`config.mk`:
```
export PLATFORM = sky130hd
export DESIGN_NAME = lfr_fault_regs
export DESIGN_NICKNAME = d
export VERILOG_FILES = /design/src/logic/lfr_pkg.sv /design/src/logic/lfr_fault_regs.sv
export SDC_FILE = /design/constraint.sdc
export NUM_CORES = 1
export LEC_CHECK = 0
export ABC_CLOCK_PERIOD_IN_PS = 2300
export BUFFER_PORTS_ARGS = -buffer_cell sky130_fd_sc_hd__buf_2
export CORE_MARGIN = 8
export CORE_UTILIZATION = 51
export CTS_CLUSTER_SIZE = 28
export DETAILED_ROUTE_END_ITERATION = 16
export PLACE_DENSITY_LB_ADDON = 0.15
export SLEW_MARGIN = 20
export SYNTH_ARGS = -nofsm -noshare
export SYNTH_HDL_FRONTEND = slang
export SYNTH_SLANG_ARGS = --single-unit
export TNS_END_PERCENT = 5
```
`constraint.sdc`:
```
create_clock -name CLK_I -period 2.3 [get_ports CLK_I]
set_input_delay 0.23 -clock CLK_I [delete_from_list [all_inputs] [get_ports CLK_I]]
set_output_delay 0.23 -clock CLK_I [all_outputs]
set_load 0.02 [all_outputs]
```
`src/logic/lfr_pkg.sv`:
```
/*
  Package for the LED fault status and clear register bank: register
  offsets, field positions, command values and reset values.
  Assumes a 10-bit register address and 8-bit data from the serial
  control front end.
*/
package lfr_pkg;

  localparam int unsigned ADDR_W   = 10;
  localparam int unsigned DATA_W   = 8;
  localparam int unsigned NUM_CH   = 18;

  // Register offsets
  localparam logic [9:0] OFS_GLOBAL_FAULT = 10'h064;
  localparam logic [9:0] OFS_OPEN_LOW     = 10'h065;
  localparam logic [9:0] OFS_OPEN_MID     = 10'h066;
  localparam logic [9:0] OFS_OPEN_TOP     = 10'h067;
  localparam logic [9:0] OFS_SHORT_LOW    = 10'h086;
  localparam logic [9:0] OFS_SHORT_MID    = 10'h087;
  localparam logic [9:0] OFS_SHORT_TOP    = 10'h088;
  localparam logic [9:0] OFS_OPEN_CLEAR   = 10'h0a7;
  localparam logic [9:0] OFS_SHORT_CLEAR  = 10'h0a8;
  localparam logic [9:0] OFS_SOFT_RESET   = 10'h0a9;

  // Field positions
  localparam int unsigned GLOBAL_OPEN_BIT  = 1;
  localparam int unsigned GLOBAL_SHORT_BIT = 0;
  localparam int unsigned CLEAR_LSB        = 0;
  localparam int unsigned CLEAR_MSB        = 3;
  localparam int unsigned LOW_BASE         = 0;
  localparam int unsigned MID_BASE         = 8;
  localparam int unsigned TOP_BASE         = 16;
  localparam int unsigned TOP_WIDTH        = 2;

  // Command values and reset values
  localparam logic [3:0] CLEAR_CMD        = 4'hf;
  localparam logic [7:0] SOFT_RESET_CMD   = 8'hff;
  localparam logic [7:0] READ_ZERO        = 8'h00;
  localparam logic [17:0] FLAGS_RESET     = 18'h00000;

  // One register access from the control front end
  typedef struct packed {
    logic              wr;
    logic              rd;
    logic [9:0]        addr;
    logic [7:0]        wdata;
  } lfr_req_t;

  // Fault events from the detectors
  typedef struct packed {
    logic [17:0]       open_set;
    logic [17:0]       short_set;
  } lfr_evt_t;

endpackage

```
`src/logic/lfr_fault_regs.sv`:
```
/*
  LED fault status and clear register bank for 18 current-sink channels.
  Sticky open and short flags, global summary, write-to-clear commands
  and a software reset command.
  Assumes the serial front end and the fault detectors run on CLK_I and
  present one-cycle strobes; register access is the device's own port.
*/
`timescale 1ns/1ns
module lfr_fault_regs #(
  parameter int unsigned NUM_CH = lfr_pkg::NUM_CH
) (
  // Clock and reset
  input  wire logic                     CLK_I,
  input  wire logic                     RST_I,
  // Register access
  input  wire logic                     REG_WR_I,
  input  wire logic                     REG_RD_I,
  input  wire logic [9:0]               REG_ADDR_I,
  input  wire logic [7:0]               REG_WDATA_I,
  output logic      [7:0]               REG_RDATA_O,
  output logic                          REG_RVALID_O,
  // Fault detector events, one cycle per detection
  input  wire logic [NUM_CH-1:0]        OPEN_SET_I,
  input  wire logic [NUM_CH-1:0]        SHORT_SET_I,
  // Status and device reset
  output logic [NUM_CH-1:0]             OPEN_FLAGS_O,
  output logic [NUM_CH-1:0]             SHORT_FLAGS_O,
  output logic                          SOFT_RESET_O
);

  lfr_pkg::lfr_req_t req;
  lfr_pkg::lfr_evt_t evt;

  logic [NUM_CH-1:0] open_flag;
  logic [NUM_CH-1:0] short_flag;
  logic [NUM_CH-1:0] next_open_flag;
  logic [NUM_CH-1:0] next_short_flag;
  logic              soft_rst;
  logic              next_soft_rst;
  logic [7:0]        rdata;
  logic [7:0]        next_rdata;
  logic              rvalid;
  logic              next_rvalid;
  logic              open_clr;
  logic              short_clr;
  logic              soft_cmd;
  logic [3:0]        clr_code;

  assign req = '{wr: REG_WR_I, rd: REG_RD_I, addr: REG_ADDR_I, wdata: REG_WDATA_I};
  assign evt = '{open_set: OPEN_SET_I, short_set: SHORT_SET_I};

  // Write decode; a write anywhere else is dropped
  function automatic logic wr_hit(input lfr_pkg::lfr_req_t r, input logic [9:0] ofs);
    wr_hit = r.wr && (r.addr == ofs);
  endfunction

  // Eight-bit slice of a flag vector, zero above the vector end
  function automatic logic [7:0] slice8(input logic [NUM_CH-1:0] v, input int unsigned base);
    logic [7:0] s;
    s = 8'h00;
    for (int i = 0; i < 8; i++) begin
      if (base + i < NUM_CH) begin
        s[i] = v[base + i];
      end
    end
    slice8 = s;
  endfunction

  // For the two clears only the low nibble is the command, upper bits don't-care; soft reset compares all eight bits
  assign clr_code  = req.wdata[lfr_pkg::CLEAR_MSB:lfr_pkg::CLEAR_LSB];
  assign open_clr  = wr_hit(req, lfr_pkg::OFS_OPEN_CLEAR) &&
                     (clr_code == lfr_pkg::CLEAR_CMD);
  assign short_clr = wr_hit(req, lfr_pkg::OFS_SHORT_CLEAR) &&
                     (clr_code == lfr_pkg::CLEAR_CMD);
  assign soft_cmd  = wr_hit(req, lfr_pkg::OFS_SOFT_RESET) &&
                     (req.wdata == lfr_pkg::SOFT_RESET_CMD);

  // Sticky flags; a detection in the clear cycle survives the clear
  always_comb begin
    next_open_flag  = open_flag;
    next_short_flag = short_flag;
    if (soft_rst) begin
      next_open_flag  = lfr_pkg::FLAGS_RESET[NUM_CH-1:0];
      next_short_flag = lfr_pkg::FLAGS_RESET[NUM_CH-1:0];
    end else begin
      if (open_clr) begin
        next_open_flag = '0;
      end
      if (short_clr) begin
        next_short_flag = '0;
      end
      next_open_flag  = next_open_flag | evt.open_set;
      next_short_flag = next_short_flag | evt.short_set;
    end
  end

  // One-cycle device reset pulse, registered so it never loops back combinationally
  always_comb begin
    next_soft_rst = soft_cmd && !soft_rst;
  end

  // Read mux; reserved bits, write-only and unmapped offsets read zero
  always_comb begin
    next_rvalid = req.rd;
    next_rdata  = lfr_pkg::READ_ZERO;
    if (req.rd) begin
      unique case (req.addr)
        lfr_pkg::OFS_GLOBAL_FAULT: begin
          next_rdata[lfr_pkg::GLOBAL_OPEN_BIT]  = |open_flag;
          next_rdata[lfr_pkg::GLOBAL_SHORT_BIT] = |short_flag;
        end
        lfr_pkg::OFS_OPEN_LOW:    next_rdata = slice8(open_flag, lfr_pkg::LOW_BASE);
        lfr_pkg::OFS_OPEN_MID:    next_rdata = slice8(open_flag, lfr_pkg::MID_BASE);
        lfr_pkg::OFS_OPEN_TOP:    next_rdata = slice8(open_flag, lfr_pkg::TOP_BASE);
        lfr_pkg::OFS_SHORT_LOW:   next_rdata = slice8(short_flag, lfr_pkg::LOW_BASE);
        lfr_pkg::OFS_SHORT_MID:   next_rdata = slice8(short_flag, lfr_pkg::MID_BASE);
        lfr_pkg::OFS_SHORT_TOP:   next_rdata = slice8(short_flag, lfr_pkg::TOP_BASE);
        default:                  next_rdata = lfr_pkg::READ_ZERO;
      endcase
    end
  end

  always_ff @(posedge CLK_I or posedge RST_I) begin
    if (RST_I) begin
      open_flag  <= '0;
      short_flag <= '0;
      soft_rst   <= 1'b0;
      rdata      <= 8'h00;
      rvalid     <= 1'b0;
    end else begin
      open_flag  <= next_open_flag;
      short_flag <= next_short_flag;
      soft_rst   <= next_soft_rst;
      rdata      <= next_rdata;
      rvalid     <= next_rvalid;
    end
  end

  assign REG_RDATA_O   = rdata;
  assign REG_RVALID_O  = rvalid;
  assign OPEN_FLAGS_O  = open_flag;
  assign SHORT_FLAGS_O = short_flag;
  assign SOFT_RESET_O  = soft_rst;

  // Checks
  property p_open_clear;
    @(posedge CLK_I) disable iff (RST_I)
      (open_clr && !soft_rst) |=> (open_flag == $past(evt.open_set));
  endproperty
  a_open_clear: assert property (p_open_clear) else $error("open clear failed");

  property p_short_clear;
    @(posedge CLK_I) disable iff (RST_I)
      (short_clr && !soft_rst) |=> (short_flag == $past(evt.short_set));
  endproperty
  a_short_clear: assert property (p_short_clear) else $error("short clear failed");

  property p_soft_reset;
    @(posedge CLK_I) disable iff (RST_I)
      (soft_cmd && !soft_rst) |=> soft_rst ##1
        (open_flag == '0 && short_flag == '0);
  endproperty
  a_soft_reset: assert property (p_soft_reset) else $error("soft reset failed");

  property p_open_sticky;
    @(posedge CLK_I) disable iff (RST_I)
      (!open_clr && !soft_rst) |=> ((open_flag & $past(open_flag)) == $past(open_flag));
  endproperty
  a_open_sticky: assert property (p_open_sticky) else $error("open flag lost");

  property p_short_set;
    @(posedge CLK_I) disable iff (RST_I)
      (|evt.short_set && !soft_rst) |=>
        ((short_flag & $past(evt.short_set)) == $past(evt.short_set));
  endproperty
  a_short_set: assert property (p_short_set) else $error("short event lost");

  property p_global;
    @(posedge CLK_I) disable iff (RST_I)
      (req.rd && req.addr == lfr_pkg::OFS_GLOBAL_FAULT) |=>
        (rvalid && rdata == {6'h00, |$past(open_flag), |$past(short_flag)});
  endproperty
  a_global: assert property (p_global) else $error("global summary wrong");

  property p_open_mid;
    @(posedge CLK_I) disable iff (RST_I)
      (req.rd && req.addr == lfr_pkg::OFS_OPEN_MID) |=> (rdata == $past(open_flag[15:8]));
  endproperty
  a_open_mid: assert property (p_open_mid) else $error("open mid read wrong");

  property p_open_top;
    @(posedge CLK_I) disable iff (RST_I)
      (req.rd && req.addr == lfr_pkg::OFS_OPEN_TOP) |=>
        (rdata == {6'h00, $past(open_flag[17:16])});
  endproperty
  a_open_top: assert property (p_open_top) else $error("open top read wrong");

  property p_short_low;
    @(posedge CLK_I) disable iff (RST_I)
      (req.rd && req.addr == lfr_pkg::OFS_SHORT_LOW) |=> (rdata == $past(short_flag[7:0]));
  endproperty
  a_short_low: assert property (p_short_low) else $error("short low read wrong");

  property p_short_mid;
    @(posedge CLK_I) disable iff (RST_I)
      (req.rd && req.addr == lfr_pkg::OFS_SHORT_MID) |=> (rdata == $past(short_flag[15:8]));
  endproperty
  a_short_mid: assert property (p_short_mid) else $error("short mid read wrong");

  property p_short_top;
    @(posedge CLK_I) disable iff (RST_I)
      (req.rd && req.addr == lfr_pkg::OFS_SHORT_TOP) |=>
        (rdata == {6'h00, $past(short_flag[17:16])});
  endproperty
  a_short_top: assert property (p_short_top) else $error("short top read wrong");

  property p_open_low;
    @(posedge CLK_I) disable iff (RST_I)
      (req.rd && req.addr == lfr_pkg::OFS_OPEN_LOW) |=> (rdata == $past(open_flag[7:0]));
  endproperty
  a_open_low: assert property (p_open_low) else $error("open low read wrong");

  property p_open_set;
    @(posedge CLK_I) disable iff (RST_I)
      (|evt.open_set && !soft_rst) |=>
        ((open_flag & $past(evt.open_set)) == $past(evt.open_set));
  endproperty
  a_open_set: assert property (p_open_set) else $error("open event lost");

  property p_short_sticky;
    @(posedge CLK_I) disable iff (RST_I)
      (!short_clr && !soft_rst) |=> ((short_flag & $past(short_flag)) == $past(short_flag));
  endproperty
  a_short_sticky: assert property (p_short_sticky) else $error("short flag lost");

  property p_soft_pulse;
    @(posedge CLK_I) disable iff (RST_I)
      soft_rst |=> !soft_rst;
  endproperty
  a_soft_pulse: assert property (p_soft_pulse) else $error("soft reset too long");

  // Detections in the pulse cycle are dropped on purpose
  property p_soft_clears;
    @(posedge CLK_I) disable iff (RST_I)
      soft_rst |=> (open_flag == '0 && short_flag == '0);
  endproperty
  a_soft_clears: assert property (p_soft_clears) else $error("soft reset kept flags");

  property p_keep_short;
    @(posedge CLK_I) disable iff (RST_I)
      (open_clr && !short_clr && !soft_rst) |=>
        (short_flag == ($past(short_flag) | $past(evt.short_set)));
  endproperty
  a_keep_short: assert property (p_keep_short) else $error("short flags disturbed");

  property p_keep_open;
    @(posedge CLK_I) disable iff (RST_I)
      (short_clr && !open_clr && !soft_rst) |=>
        (open_flag == ($past(open_flag) | $past(evt.open_set)));
  endproperty
  a_keep_open: assert property (p_keep_open) else $error("open flags disturbed");

  property p_open_bad_cmd;
    @(posedge CLK_I) disable iff (RST_I)
      (wr_hit(req, lfr_pkg::OFS_OPEN_CLEAR) && !open_clr && !soft_rst) |=>
        (open_flag == ($past(open_flag) | $past(evt.open_set)));
  endproperty
  a_open_bad_cmd: assert property (p_open_bad_cmd) else $error("bad open code acted");

  property p_short_bad_cmd;
    @(posedge CLK_I) disable iff (RST_I)
      (wr_hit(req, lfr_pkg::OFS_SHORT_CLEAR) && !short_clr && !soft_rst) |=>
        (short_flag == ($past(short_flag) | $past(evt.short_set)));
  endproperty
  a_short_bad_cmd: assert property (p_short_bad_cmd) else $error("bad short code acted");

  property p_cmd_read;
    @(posedge CLK_I) disable iff (RST_I)
      (req.rd && (req.addr == lfr_pkg::OFS_OPEN_CLEAR || req.addr == lfr_pkg::OFS_SHORT_CLEAR))
        |=> (rvalid && rdata == lfr_pkg::READ_ZERO);
  endproperty
  a_cmd_read: assert property (p_cmd_read) else $error("clear reg read nonzero");

  property p_open_drop;
    @(posedge CLK_I) disable iff (RST_I)
      (open_clr && !soft_rst && !(|evt.open_set)) |=> !(|open_flag);
  endproperty
  a_open_drop: assert property (p_open_drop) else $error("open summary kept");

  property p_short_drop;
    @(posedge CLK_I) disable iff (RST_I)
      (short_clr && !soft_rst && !(|evt.short_set)) |=> !(|short_flag);
  endproperty
  a_short_drop: assert property (p_short_drop) else $error("short summary kept");

  c_open_clear: cover property (@(posedge CLK_I) disable iff (RST_I) |open_flag ##1 open_clr);
  c_short_clear: cover property (@(posedge CLK_I) disable iff (RST_I) |short_flag ##1 short_clr);
  c_soft_reset: cover property (@(posedge CLK_I) disable iff (RST_I) soft_cmd ##1 soft_rst);
  c_set_on_clear: cover property (@(posedge CLK_I) disable iff (RST_I) open_clr && |evt.open_set);
  c_bad_code: cover property (@(posedge CLK_I) disable iff (RST_I)
    wr_hit(req, lfr_pkg::OFS_OPEN_CLEAR) && !open_clr);

endmodule

```
==> metrics.yaml, run 1 <==
yosysWarnings: 0
cp_max_fo: 8
synthDistinctLibCells: 40
synthesis.nets: 310
r2r_start: "OPEN_FLAGS_O[3]"
port_buffers: 103
async_flop_share: 1.00
combPwrFrac: 0.076
antenna_found_initial: 0
endpoint_kind: "flop"
postRouteAntennaNets: 0
overflow: 0
path_cells: "buf_2, or4b_1, o211ai_1, nand4_1, a32oi_1"
worst_hold_startpoint: "REG_RD_I"
critPathTopFamily: "simple AND/OR/NAND/NOR gates"
setup_ws_ns: 0.640
internal_power_w: 0.00121
routed_wl_um: 6810
drive_above_1_share: 0.348
hold_buffers: 0
first_pass_iters: 4
cp-start-kind: "primary input"
ff2ff_path_depth: 3
antenna_cells: 0
dp.cells: 396
layout_min_cycle_time_ns: 1.66
hold_path_class: "primary input to flop"
yosysSeqAreaShare: 0.496
grt_max_degree: 47
drc: 0
crit_path_max_incr_delay_ns: 0.70
die_width_um: 83.5
layout_commonest_cell: "buf_2"
switchingPower_w: 0.000319
gr-usage-all-layers: 0.192
synth_largest_area_cell: "dfrtp_1"
drt_first_iter_violations: 163
first_global_vias: 2330
postSynthCellCount: 252
leakage_nw: 1.31
ys_top_cells_by_area: "dfrtp_1 50%, a21oi_1 9.1%, o21ai_0 8.0%"
clock_skew_ns: 0.00794
whs_path_depth: 1
min_period_over_period: 0.722
hpwl_um: 5130
cp.required_ns: 2.49
ctsResizeCount: 0
max-slew-margin-rel: 0.374
synth-edff-count: 0
netlist_area_mm2: 0.00232
drv_cap: 0
cts_tree: "built"
crit_slowest_cell: "or4b_1"
nets: 409
most-common-layout-cells: "103 x buf_2, 46 x dfrtp_1, 42 x inv_1, 42 x a21oi_1, 37 x o21ai_0"
worst_ep_arrival_time_ns: 1.85
worstPathBufferInverterCount: 1
cts_num_sinks: 46
finalMaxSlewViolations: 0
clk_pin_slew_ns: 0.07
rrSetupSlack_ns: 0.89
hold_viol: 0
clockRootBuffer: "clkbuf_8"
irDropWorstVdd_v: 0.000353
tightest_slew_ns: 0.938
pre_cts_ws_ns: 0.371
status: "complete, no violations"
area_growth_pct: 27.5
rsz0062_at_grt: "no"
timing.rr.end: "REG_RDATA_O[1]"
clockBufferDepth: 2
synth_top_flop_cell: "dfrtp_1"
h-tree-depth: 2
power.density_mw_per_mm2: 516
post_cts_buffers: 0
setup_viol_count_final: 0
min_to: "REG_RVALID_O"
ys_ff_latch: 46
rows: 24
fin_cells: 403
wl_per_cell_um: 16.9
via_per_inst: 5.58
grt_pass1_wl_um: 11400
start_util: 0.530
clock_latency_ns: 0.30
power_switching_share: 0.209
synth_top_area_frac: 0.496
final.setup.tns_ns: 0
core_mm2: 0.00438
place_congestion: 0.887
synth_area_per_cell_um2: 9.22
worst-setup-path-type: "primary input to flop"
crit_cells: 5
vias: 2250
pwr-share-clk: 0.395
die_y_um: 83.5
die_area_mm2: 0.00697
numCtsBuffers: 5
pin_count: 104
share_seq_of_total_power: 0.530
max_freq_mhz: 602
[worst register-to-register path: stages, from the launching register on]
cell and delay, ns:
dfrtp_1 0.42, or4_1 0.53, o21ai_1 0.18, a32oi_1 0.13
[cell type report]
class | instances | area, µm²
Clock buffer | 6 | 82.6
Fill cell | 389 | 1420
Multi-Input combinational cell | 149 | 932
Clock inverter | 1 | 30.0
Tap cell | 52 | 65.1
Inverter | 43 | 161
Sequential cell | 46 | 1150
Timing Repair Buffer | 106 | 538
[per-stage QoR]
step           area (µm²)  total power [W]  hold slack, ns  utilization
2_1_floorplan        2320         0.000882           0.261            -
5_1_grt              2960          0.00159          0.0802        0.675
3_5_place_dp         2850         0.000941           0.388        0.650
3_3_place_gp         2850         0.000940           0.384        0.650
4_1_cts              2960          0.00154          0.0839        0.675
6_report             2960          0.00153          0.0902        0.675
[cell families after synthesis]
family                 Yosys count  share of synthesized area
AO/OA/AOI/OAI                   97                      0.233
buffers and inverters           57                      0.103
flip-flops                      46                      0.496
multiplexers                     1                    0.00431
AND/OR/NAND/NOR                 51                      0.164
[state kept, by name (all words and copies together), names as in the netlist]
signal         flops
OPEN_FLAGS_O      18
REG_RDATA_O        8
SOFT_RESET_O       1
REG_RVALID_O       1
SHORT_FLAGS_O     18
[synth_stat cells, types with 2 or more instances]
cell type   n
clkbuf_1    8
a222oi_1    6
nand2_1     9
nor3_1      4
nand4_1     4
or4b_4      2
o211ai_1    2
o21ai_1     2
o21ai_0    37
a21oi_1    42
inv_1      43
nor2_1      3
buf_6       3
nor4_1      9
a32oi_1     2
a211oi_1    2
nand4bb_1   2
nor4_4      3
or4_1       3
dfrtp_1    46
[power groups by stage]
stage          Combinational, W  Sequential [W]  Clock [W]
6_report               0.000115        0.000809   0.000603
5_1_grt                0.000132        0.000809   0.000644
4_1_cts                0.000117        0.000809   0.000613
3_5_place_dp           0.000116        0.000825          0
3_3_place_gp           0.000114        0.000825          0
2_1_floorplan         0.0000556        0.000827          0
[routing by layer]
| layer | vias to the layer above | wire length, µm | GRT usage |
|---|---|---|---|
| met5 | - | 0 | 0 |
| met4 | 0 | 126 | 0.0581 |
| met3 | 13 | 480 | 0.0596 |
| met2 | 92 | 3210 | 0.302 |
| met1 | 1046 | 3000 | 0.245 |
| li1 | 1099 | - | - |
[how the worst max path moves through the flow]
stage	startpoint	endpoint
floorplan	REG_ADDR_I[2]	SHORT_FLAGS_O[10]
global placement	REG_ADDR_I[4]	REG_RDATA_O[0]
detailed placement	REG_ADDR_I[4]	REG_RDATA_O[0]
CTS	REG_ADDR_I[4]	REG_RDATA_O[0]
global route	REG_ADDR_I[4]	REG_RDATA_O[1]
finish	REG_ADDR_I[4]	REG_RDATA_O[1]
Note: power is estimated with default switching activity, not from simulation.
==> run 2: changes to the inputs <==
Settings changed: ABC_CLOCK_PERIOD_IN_PS 2300 to 1400, CORE_UTILIZATION 51 to 42.
Clock period 2.3 ns to 1.4 ns, I/O delays scaled along.
==> metrics.yaml, run 2 (synthesized netlist as in run 1, its figures left out) <==
power.density_mw_per_mm2: 749
layout_commonest_cell: "buf_2"
first_pass_iters: 4
antenna_found_initial: 0
via_per_inst: 5.27
hpwl_um: 5970
finalMaxSlewViolations: 0
final.setup.tns_ns: 0
antenna_cells: 0
drc: 0
vias: 2458
postRouteAntennaNets: 0
worst_ep_arrival_time_ns: 1.53
clock_latency_ns: 0.29
post_cts_buffers: 0
pwr-share-clk: 0.390
dp.cells: 456
overflow: 0
max-slew-margin-rel: 0.737
clockBufferDepth: 2
cts_tree: "built"
die_y_um: 90.4
whs_ns: 0.0630
hold_viol: 0
worst-setup-path-type: "flop to flop"
numCtsBuffers: 5
routed_wl_um: 7730
port_buffers: 103
tightest_slew_ns: 0.394
status: "complete, no violations"
combPwrFrac: 0.096
hold_path_class: "primary input to flop"
power.total_w: 0.00258
power_switching_share: 0.218
irDropWorstVdd_v: 0.000473
drive_above_1_share: 0.434
start_util: 0.427
clockRootBuffer: "clkbuf_8"
cp_max_fo: 2
clock_skew_ns: 0.00559
layout_min_cycle_time_ns: 1.37
area_growth_pct: 48.7
grt_max_degree: 38
die_area_mm2: 0.00816
first_global_vias: 2556
core_mm2: 0.00544
rsz0062_at_grt: "yes"
switchingPower_w: 0.000564
clk_pin_slew_ns: 0.08
max_freq_mhz: 729
rows: 27
pin_count: 104
grt_pass1_wl_um: 12500
min_period_over_period: 0.979
endpoint_kind: "flop"
setup_viol_count_final: 0
die_width_um: 90.4
cts_num_sinks: 46
cp.required_ns: 1.56
h-tree-depth: 2
most-common-layout-cells: "102 x buf_2, 46 x dfrtp_1, 42 x inv_1, 42 x a21oi_1, 38 x buf_4"
share_seq_of_total_power: 0.514
place_congestion: 0.907
cp-start-kind: "flop"
wl_per_cell_um: 16.6
leakage_nw: 1.53
internal_power_w: 0.00202
fin_cells: 466
nets: 452
drt_first_iter_violations: 183
gr-usage-all-layers: 0.184
drv_cap: 0
[run 2: cell types whose count changed in the layout (fill, tap and decap cells not counted), sizes merged]
cell	before	now
buf	106	146
dlygate4sd3	0	2
or4b	3	4
[run 2: final cells by class]
type                            count  area, µm²
Tap cell                           72       90.1
Sequential cell                    46       1150
Clock inverter                      1       30.0
Fill cell                         471       1990
Multi-Input combinational cell    150       1020
Inverter                           43        161
Timing Repair Buffer              148        918
Clock buffer                        6       82.6
[run 2: worst max-delay path: stages, from the launching register on]
cell	delay (ns)
dfrtp_1	0.38
or4_1	0.54
o21ai_1	0.18
a32oi_1	0.13
[run 2: timing repair]
| item | 4_1_cts | 5_1_grt |
|---|---|---|
| gates resized for setup | 1 | 12 |
| hold buffers | 2 | 0 |
| hold endpoints to repair | 18 | 0 |
| cloned | 0 | 1 |
| pin swaps | 0 | 3 |
| endpoints found under the setup margin | 1 | 8 |
[run 2: path summary, 6_finish.rpt]
kind,start,to,slack [ns],depth (start not counted)
max in group asynchronous,RST_I,SHORT_FLAGS_O[15],0.55,4
worst min register to register,SOFT_RESET_O,SOFT_RESET_O,0.54,2
worst min-delay path,OPEN_SET_I[6],OPEN_FLAGS_O[6],0.06,3
min in group asynchronous,RST_I,OPEN_FLAGS_O[7],0.36,3
worst max register to register,OPEN_FLAGS_O[3],REG_RDATA_O[1],0.03,3
worst max-delay path,OPEN_FLAGS_O[3],REG_RDATA_O[1],0.03,3
[run 2: power groups by stage]
stage          logic (W)  clock network [W]  registers [W]
4_1_cts         0.000234            0.00102        0.00133
5_1_grt         0.000273            0.00108        0.00133
3_5_place_dp    0.000229                  0        0.00136
6_report        0.000248            0.00101        0.00133
2_1_floorplan  0.0000941                  0        0.00136
3_3_place_gp    0.000226                  0        0.00136
[run 2: per-layer routing]
| metal | track usage | routed length (µm) | vias up | part of all wire |
|---|---|---|---|---|
| met1 | 0.233 | 3370 | 1156 | 0.44 |
| met5 | 0 | 0 | - | 0 |
| met3 | 0.0432 | 508 | 13 | 0.066 |
| met2 | 0.305 | 3730 | 100 | 0.48 |
| li1 | - | - | 1189 | - |
| met4 | 0.0485 | 117 | 0 | 0.015 |
[run 2: per-stage QoR]
step           instance area (µm²)  setup WS, ns   util
2_1_floorplan                 2350        -0.103      -
3_3_place_gp                  3230        -0.235  0.593
3_5_place_dp                  3230        -0.287  0.593
4_1_cts                       3360       0.00545  0.618
5_1_grt                       3450       -0.0224  0.635
6_report                      3450        0.0289  0.635
